**config.mk**
```make
export PLATFORM = sky130hd
export DESIGN_NAME = vgc_vertical_gate
export DESIGN_NICKNAME = d
export VERILOG_FILES = /design/src/pkg/vgc_pkg.sv /design/src/pkg/vgc_gain_if.sv /design/src/rtl/vgc_vertical_gate.sv /design/src/rtl/vgc_gain.sv
export SDC_FILE = /design/constraint.sdc
export NUM_CORES = 1
export LEC_CHECK = 0
export ABC_AREA = 1
export BUFFER_PORTS_ARGS = -buffer_cell sky130_fd_sc_hd__buf_2
export CAP_MARGIN = 30
export CORE_UTILIZATION = 40
export DETAILED_ROUTE_END_ITERATION = 8
export HOLD_SLACK_MARGIN = 0.06
export REMOVE_ABC_BUFFERS = 1
export SETUP_SLACK_MARGIN = 0.02
export SYNTH_ARGS = -nofsm -noshare
export SYNTH_HDL_FRONTEND = slang
export SYNTH_SLANG_ARGS = --single-unit
```
**constraint.sdc**
```tcl
create_clock -name i_clk -period 4.78 [get_ports i_clk]
set_input_delay 0.478 -clock i_clk [delete_from_list [all_inputs] [get_ports i_clk]]
set_output_delay 0.478 -clock i_clk [all_outputs]
set_load 0.01 [all_outputs]
```
**src/pkg/vgc_pkg.sv**
```systemverilog
// Package: register map, field positions, reset values and line constants for the vertical gate
package vgc_pkg;

  // ==========================================================================
  // Register offsets
  // ==========================================================================
  localparam logic [7:0] VGC_ADDR_START_LOW = 8'h15;
  localparam logic [7:0] VGC_ADDR_STOP_LOW = 8'h16;
  localparam logic [7:0] VGC_ADDR_MISC = 8'h17;
  localparam logic [7:0] VGC_ADDR_GAIN = 8'h18;
  localparam logic [7:0] VGC_ADDR_STATUS = 8'h1A;
  localparam logic [7:0] VGC_ADDR_COUNT = 8'h1B;

  // ==========================================================================
  // Field positions in the misc register
  // ==========================================================================
  localparam int unsigned VGC_MISC_START_MSB = 0;
  localparam int unsigned VGC_MISC_STOP_MSB = 1;
  localparam int unsigned VGC_MISC_ALT_POS = 2;
  localparam int unsigned VGC_MISC_HALF_CLK_DIS = 6;
  localparam int unsigned VGC_MISC_CLK_DIS = 7;
  // Bits 5..3 are reserved and read as zero
  localparam logic [7:0] VGC_MISC_MASK = 8'hC7;

  // Field positions in the status register
  localparam int unsigned VGC_STAT_GATE = 0;
  localparam int unsigned VGC_STAT_FID = 1;
  localparam int unsigned VGC_STAT_FIELD2 = 2;
  localparam int unsigned VGC_STAT_CNT_MSB = 3;

  // ==========================================================================
  // Reset values
  // ==========================================================================
  localparam logic [7:0] VGC_RST_START_LOW = 8'h00;
  localparam logic [7:0] VGC_RST_STOP_LOW = 8'h00;
  localparam logic [7:0] VGC_RST_MISC = 8'h00;
  localparam logic [7:0] VGC_RST_GAIN = 8'h80;

  // ==========================================================================
  // Line counting: highest programmed value per standard
  // ==========================================================================
  localparam logic [8:0] VGC_WRAP_50 = 9'h138;
  localparam logic [8:0] VGC_WRAP_60 = 9'h106;
  // Nominal gain 128 is unity, so the product is shifted by seven
  localparam int unsigned VGC_GAIN_SHIFT = 7;

  // Gate output state
  typedef enum logic {
    VGC_GATE_LOW,
    VGC_GATE_HIGH
  } vgc_gate_t;

endpackage : vgc_pkg

```
**src/pkg/vgc_gain_if.sv**
```systemverilog
// Interface: carries raw samples and gain to the scaler and scaled samples back
`timescale 1ns/1ns
interface vgc_gain_if #(
  parameter int SAMPLE_W = 8
);
  logic [7:0] gain;
  logic [SAMPLE_W-1:0] sample;
  logic sample_valid;
  logic [SAMPLE_W:0] scaled;
  logic scaled_valid;

  modport core (output gain, output sample, output sample_valid, input scaled, input scaled_valid);
  modport scaler (input gain, input sample, input sample_valid, output scaled, output scaled_valid);
endinterface : vgc_gain_if

```
**src/rtl/vgc_vertical_gate.sv**
```systemverilog
// Module: vertical gate, field identifier, clock output enables and raw gain registers
`timescale 1ns/1ns
module vgc_vertical_gate #(
  parameter int SAMPLE_W = 8
) (
  input wire logic i_clk,
  input wire logic i_rst,
  input wire logic i_ce,
  input wire logic [7:0] i_addr,
  input wire logic [7:0] i_wdata,
  input wire logic i_wr,
  input wire logic i_rd,
  output logic [7:0] o_rdata,
  input wire logic i_line_start,
  input wire logic i_field_start,
  input wire logic i_field2,
  input wire logic i_is_60hz,
  input wire logic [SAMPLE_W-1:0] i_raw_sample,
  input wire logic i_raw_valid,
  output logic [SAMPLE_W:0] o_raw_scaled,
  output logic o_raw_scaled_valid,
  output logic o_vertical_gate,
  output logic o_field_identifier,
  output logic o_line_locked_clock_oe,
  output logic o_half_rate_line_clock_oe
);
  import vgc_pkg::*;

  // ==========================================================================
  // Parameter check
  // ==========================================================================
  if (SAMPLE_W < 1 || SAMPLE_W > 16) begin : g_bad_width
    $error("vgc_vertical_gate: SAMPLE_W must be 1 to 16");
  end

  // ==========================================================================
  // State
  // ==========================================================================
  typedef struct packed {
    logic [7:0] start_low;
    logic [7:0] stop_low;
    logic [7:0] misc;
    logic [7:0] gain;
    logic [7:0] rdata;
    logic [8:0] line_count;
    logic field2;
    vgc_gate_t gate;
    logic field_identifier;
  } vgc_state_t;

  localparam vgc_state_t VGC_RST_STATE = '{
    start_low: VGC_RST_START_LOW,
    stop_low: VGC_RST_STOP_LOW,
    misc: VGC_RST_MISC,
    gain: VGC_RST_GAIN,
    rdata: 8'h00,
    line_count: 9'h000,
    field2: 1'b0,
    gate: VGC_GATE_LOW,
    field_identifier: 1'b0
  };

  vgc_state_t s;
  vgc_state_t next_s;
  logic [8:0] wrap;
  logic [8:0] start_val;
  logic [8:0] stop_val;
  logic [8:0] cmp_line;
  logic hit_start;
  logic hit_stop;

  // Nine-bit positions: msb lives in the misc register
  assign start_val = {s.misc[VGC_MISC_START_MSB], s.start_low};
  assign stop_val = {s.misc[VGC_MISC_STOP_MSB], s.stop_low};

  // Highest programmed value of the running standard
  assign wrap = i_is_60hz ? VGC_WRAP_60 : VGC_WRAP_50;

  // ==========================================================================
  // Next-state logic
  // ==========================================================================
  // The counter holds the programmed value of the current line, so the
  // compare is a plain equality. Field 1 loads the top value and field 2
  // one less, which places value 0 on the second line of field 1 and
  // the third line of field 2, the same in both standards.
  always_comb begin
    next_s = s;
    cmp_line = s.line_count;
    hit_start = 1'b0;
    hit_stop = 1'b0;

    // Register writes; reserved misc bits are never stored
    if (i_wr) begin
      case (i_addr)
        VGC_ADDR_START_LOW: next_s.start_low = i_wdata;
        VGC_ADDR_STOP_LOW: next_s.stop_low = i_wdata;
        VGC_ADDR_MISC: next_s.misc = i_wdata & VGC_MISC_MASK;
        VGC_ADDR_GAIN: next_s.gain = i_wdata;
        default: next_s.misc = s.misc;
      endcase
    end

    // Read data stand for one cycle only, zero otherwise and when unmapped
    next_s.rdata = 8'h00;
    if (i_rd) begin
      case (i_addr)
        VGC_ADDR_START_LOW: next_s.rdata = s.start_low;
        VGC_ADDR_STOP_LOW: next_s.rdata = s.stop_low;
        VGC_ADDR_MISC: next_s.rdata = s.misc;
        VGC_ADDR_GAIN: next_s.rdata = s.gain;
        VGC_ADDR_STATUS: begin
          next_s.rdata[VGC_STAT_GATE] = (s.gate == VGC_GATE_HIGH);
          next_s.rdata[VGC_STAT_FID] = s.field_identifier;
          next_s.rdata[VGC_STAT_FIELD2] = s.field2;
          next_s.rdata[VGC_STAT_CNT_MSB] = s.line_count[8];
        end
        VGC_ADDR_COUNT: next_s.rdata = s.line_count[7:0];
        default: next_s.rdata = 8'h00;
      endcase
    end

    // Line stepping, once per line
    if (i_line_start) begin
      if (i_field_start) begin
        next_s.field2 = i_field2;
        // Field 1 starts at the top value, field 2 one below
        next_s.line_count = i_field2 ? 9'(wrap - 9'h001) : wrap;
      end else if (s.line_count >= wrap) begin
        next_s.line_count = 9'h000;
      end else begin
        next_s.line_count = 9'(s.line_count + 9'h001);
      end

      // Alternative position: look one line ahead in field 2
      cmp_line = next_s.line_count;
      if (s.misc[VGC_MISC_ALT_POS] && next_s.field2) begin
        cmp_line = (next_s.line_count >= wrap) ? 9'h000 : 9'(next_s.line_count + 9'h001);
      end
      hit_start = (cmp_line == start_val);
      hit_stop = (cmp_line == stop_val);

      // Field identifier flips on every start match
      if (hit_start) begin
        next_s.field_identifier = ~s.field_identifier;
      end

      // Equal start and stop give no pulse: stop is checked last
      case (s.gate)
        VGC_GATE_LOW: begin
          if (hit_start && !hit_stop) begin
            next_s.gate = VGC_GATE_HIGH;
          end
        end
        VGC_GATE_HIGH: begin
          if (hit_stop) begin
            next_s.gate = VGC_GATE_LOW;
          end
        end
        default: next_s.gate = VGC_GATE_LOW;
      endcase
    end
  end

  // ==========================================================================
  // State register
  // ==========================================================================
  // Clock enable low freezes everything, register port included
  always_ff @(posedge i_clk) begin
    if (i_rst) begin
      s <= VGC_RST_STATE;
    end else if (i_ce) begin
      s <= next_s;
    end
  end

  // ==========================================================================
  // Raw sample gain
  // ==========================================================================
  vgc_gain_if #(.SAMPLE_W(SAMPLE_W)) gain_bus ();

  assign gain_bus.gain = s.gain;
  assign gain_bus.sample = i_raw_sample;
  assign gain_bus.sample_valid = i_raw_valid;

  vgc_gain #(.SAMPLE_W(SAMPLE_W)) u_gain (
    .i_clk(i_clk),
    .i_rst(i_rst),
    .i_ce(i_ce),
    .bus(gain_bus.scaler)
  );

  // ==========================================================================
  // Outputs
  // ==========================================================================
  assign o_rdata = s.rdata;
  assign o_raw_scaled = gain_bus.scaled;
  assign o_raw_scaled_valid = gain_bus.scaled_valid;
  assign o_vertical_gate = (s.gate == VGC_GATE_HIGH);
  assign o_field_identifier = s.field_identifier;
  // A set bit floats the pin, so enables are inverted
  assign o_line_locked_clock_oe = ~s.misc[VGC_MISC_CLK_DIS];
  assign o_half_rate_line_clock_oe = ~s.misc[VGC_MISC_HALF_CLK_DIS];

endmodule : vgc_vertical_gate

```
**src/rtl/vgc_gain.sv**
```systemverilog
// Module: raw sample gain scaler, one registered stage
`timescale 1ns/1ns
module vgc_gain #(
  parameter int SAMPLE_W = 8
) (
  input wire logic i_clk,
  input wire logic i_rst,
  input wire logic i_ce,
  vgc_gain_if.scaler bus
);
  import vgc_pkg::*;

  // ==========================================================================
  // Parameter check
  // ==========================================================================
  if (SAMPLE_W < 1 || SAMPLE_W > 16) begin : g_bad_width
    $error("vgc_gain: SAMPLE_W must be 1 to 16");
  end

  typedef struct packed {
    logic [SAMPLE_W:0] scaled;
    logic valid;
  } vgc_gain_state_t;

  vgc_gain_state_t s;
  vgc_gain_state_t next_s;
  logic [SAMPLE_W+7:0] product;

  // ==========================================================================
  // Scaling: 0 silences, 128 passes, 255 nearly doubles
  // ==========================================================================
  // One extra output bit keeps double amplitude from clipping
  always_comb begin
    product = SAMPLE_W'(bus.sample) * bus.gain;
    next_s = s;
    next_s.valid = bus.sample_valid;
    if (bus.sample_valid) begin
      next_s.scaled = product[SAMPLE_W+VGC_GAIN_SHIFT:VGC_GAIN_SHIFT];
    end
  end

  // State register, frozen while the clock enable is low
  always_ff @(posedge i_clk) begin
    if (i_rst) begin
      s <= '0;
    end else if (i_ce) begin
      s <= next_s;
    end
  end

  assign bus.scaled = s.scaled;
  assign bus.scaled_valid = s.valid;

endmodule : vgc_gain

```
==> results.toml <==
[detailed_routing]
via_per_inst = 5.09
drt_pass1_iterations = 5
drc_errors = 0
wirelength_um = 15400
drtIter0Drc = 385
antenna_left = 0
wl_per_cell_um = 14.3
vias = 5457

[power]
switching_share_pct = 27.4
intPower_mw = 1.07
leakage_nw = 3.49
pwr_density_cell_nw_per_um2 = 227
ir_drop_uv = 179
pwr-share-seq_pct = 34.9
comb_power_share_pct = 16.1
p_clk_share_pct = 48.9
power.switching_uw = 403

[setup_path]
crit_required_ns = 5.01
rr_worst_depth = 19
rr_startpoint = "gain_bus.gain[3]"
cp.arrival_ns = 4.57
end_kind = "flip-flop"
path_class = "reg2reg"
worstSetupStartpoint = "gain_bus.gain[3]"
cp_max_fo = 9
startpoint_type = "flip-flop"

[sta]
finalSetupViolCount = 0
period_minus_slack_ns = 4.34
grt_setup_unrepaired = "false"
fin_crit_sh_pct = 90.9
fmax_ghz = 0.230
tightest_slew_ns = 0.543
hold_viol = 0
tns_ns = 0
fin_skew_ns = 0.00581
slew_headroom_pct = 63.6
drv_slew = 0

[floorplan]
core_um2 = 14000
dieWidth_um = 122
num_rows = 43
start_util_pct = 41.4
die_h_um = 122
ios = 56
dieArea_um2 = 15000

[global_routing]
grt_overflow = 0
track_usage_pct = 22.2
grt_pass1_wl_um = 25300
grt_max_degree = 34
first_global_vias = 5134
antenna_found_initial = 0

[placed_design]
place_area_um2 = 6150
gp_congestion = 0.909
placed_cells = 1056
dpl.hpwl_um = 12500
io_buffer_count = 55

[clocking]
postCtsSetupBuffers = 0
cts_buffers = 9
clk_pin_slew_worst_paths_ns = 0.05
cts_tree = "built"
clock_latency_ns = 0.34
clock_path_buffers = 2
h-tree-depth = 3
clock_tree.root_cell = "clkbuf_16"
cts_hold_repair.buffers = 0
cts_sinks = 59
cts-resized-gates = 0

[synth]
synthCells = 857
synth.distinct_cells = 44
ys_seq_elements = 59
avgSynthCellArea_um2 = 6.77
ys_warn_count = 0
syn_area_um2 = 5800
async_flop_share_pct = 0
synth_ff_type = "dfxtp_1"
yosysSeqAreaShare_pct = 20.4
synth-edff-count = 0

[layout]
diodes = 0
layoutNonFillerInstCount = 1072
post-route-cell-area_um2 = 6480
final_nets = 1003
area_growth_pct = 11.7
drive_gt1_share_pct = 12.8

[worst_hold_path]
hold_path_class = "reg2reg"
hp-start = "u_gain.bus.scaled_valid"
hold-path-cell-count = 2

[job]
maxCapViolCount = 0

[status]
outcome = "complete, no violations"
-- per-layer routing --
metal	GRT usage, %	wire length (um)	vias up
met2	39.4	7520	109
met3	2.88	569	19
met5	0	0	-
met1	27.2	6950	2536
met4	7.70	333	0
li1	-	-	2793
-- state kept, by name, summed over array words and instances, names as in the netlist --
signal / flops
u_gain.bus.scaled: 9
o_vertical_gate: 1
o_rdata: 8
gain_bus.gain: 8
u_gain.bus.scaled_valid: 1
o_field_identifier: 1
s: 31
-- logic make-up (layout without fill, tap and decap cells) --
kind of cell               Yosys count  after routing  share of synthesized area (%)
AOI/OAI and AO/OA                  157            157                           15.0
xor gates and xnor gates             8              8                           1.21
adders and majority gates           82             82                           22.2
buffers and inverters              210            245                           14.4
DFF                                 59             59                           20.4
and+or+nand+nor                    341            341                           26.8
-- power by group through the flow --
stage	registers, mW	logic (mW)	clock network (mW)
after floorplan	0.525	0.151	0
after global placement	0.525	0.233	0
after detailed placement	0.524	0.236	0
after CTS	0.514	0.237	0.727
after global routing	0.515	0.272	0.748
final	0.514	0.237	0.720
-- cell type report --
| class | instances | area, um2 |
|---|---|---|
| repair buffers | 58 | 318 |
| flip-flops and latches | 59 | 1180 |
| fillers | 1498 | 7510 |
| well taps | 180 | 225 |
| clock buffers | 12 | 256 |
| inverters | 171 | 642 |
| clock inverters | 4 | 72.6 |
| multi-input cells | 588 | 3780 |
-- Yosys cell counts (all sizes together) (7+ instances only) --
cell | number | share of area [%]
a21oi | 66 | 5.7
nand2 | 202 | 14
xor2 | 7 | 1.1
nand3 | 54 | 5.4
inv | 170 | 11
nor2 | 54 | 3.9
buf | 12 | 1.5
o21ai | 58 | 5.1
nand4 | 17 | 1.9
o22ai | 11 | 1.2
clkbuf | 27 | 1.8
dfxtp | 59 | 20
fa | 35 | 12
ha | 47 | 10
-- path summary, 6_finish.rpt --
kind,to,slack [ns]
max,u_gain.bus.scaled[4],0.44
min,u_gain.bus.scaled_valid,0.46
max reg2reg,u_gain.bus.scaled[4],0.44
min reg2reg,u_gain.bus.scaled_valid,0.46
-- through the flow --
step | hold slack (ns) | setup slack (ns) | util [%] | power (mW)
6_report | 0.461 | 0.435 | 46.3 | 1.47
5_1_grt | 0.475 | 0.118 | 46.3 | 1.54
4_1_cts | 0.462 | 0.443 | 46.3 | 1.48
3_5_place_dp | 0.454 | 0.296 | 44.0 | 0.760
3_3_place_gp | 0.451 | 0.369 | 43.8 | 0.757
2_1_floorplan | 0.456 | 0.728 | - | 0.676
-- critical path, stage by stage (launching register included) --
cell and delay [ns]:
dfxtp_1 0.55, nand2_1 0.14, fa_1 0.49, fa_1 0.50
inv_1 0.06, fa_1 0.50, fa_1 0.50, ha_1 0.36
nand2_1 0.10, inv_1 0.07, nand4_1 0.09, o211ai_1 0.13
a21oi_1 0.25, inv_1 0.09, nand3_1 0.09, a21oi_1 0.07
nor2_1 0.09, nand2_1 0.05, o211ai_1 0.08, inv_1 0.05
-- cell usage in the layout (no fill, tap or decap), types with 9 or more instances in the layout --
master,count
o22ai_1,11
ha_1,47
nand4_1,16
o21ai_0,55
dfxtp_1,59
fa_1,35
buf_2,55
nor2_1,46
nand2_2,12
nand3_1,47
clkbuf_16,9
nand2_1,189
a21oi_1,66
inv_1,167
Note: power is estimated with default switching activity, not from simulation.
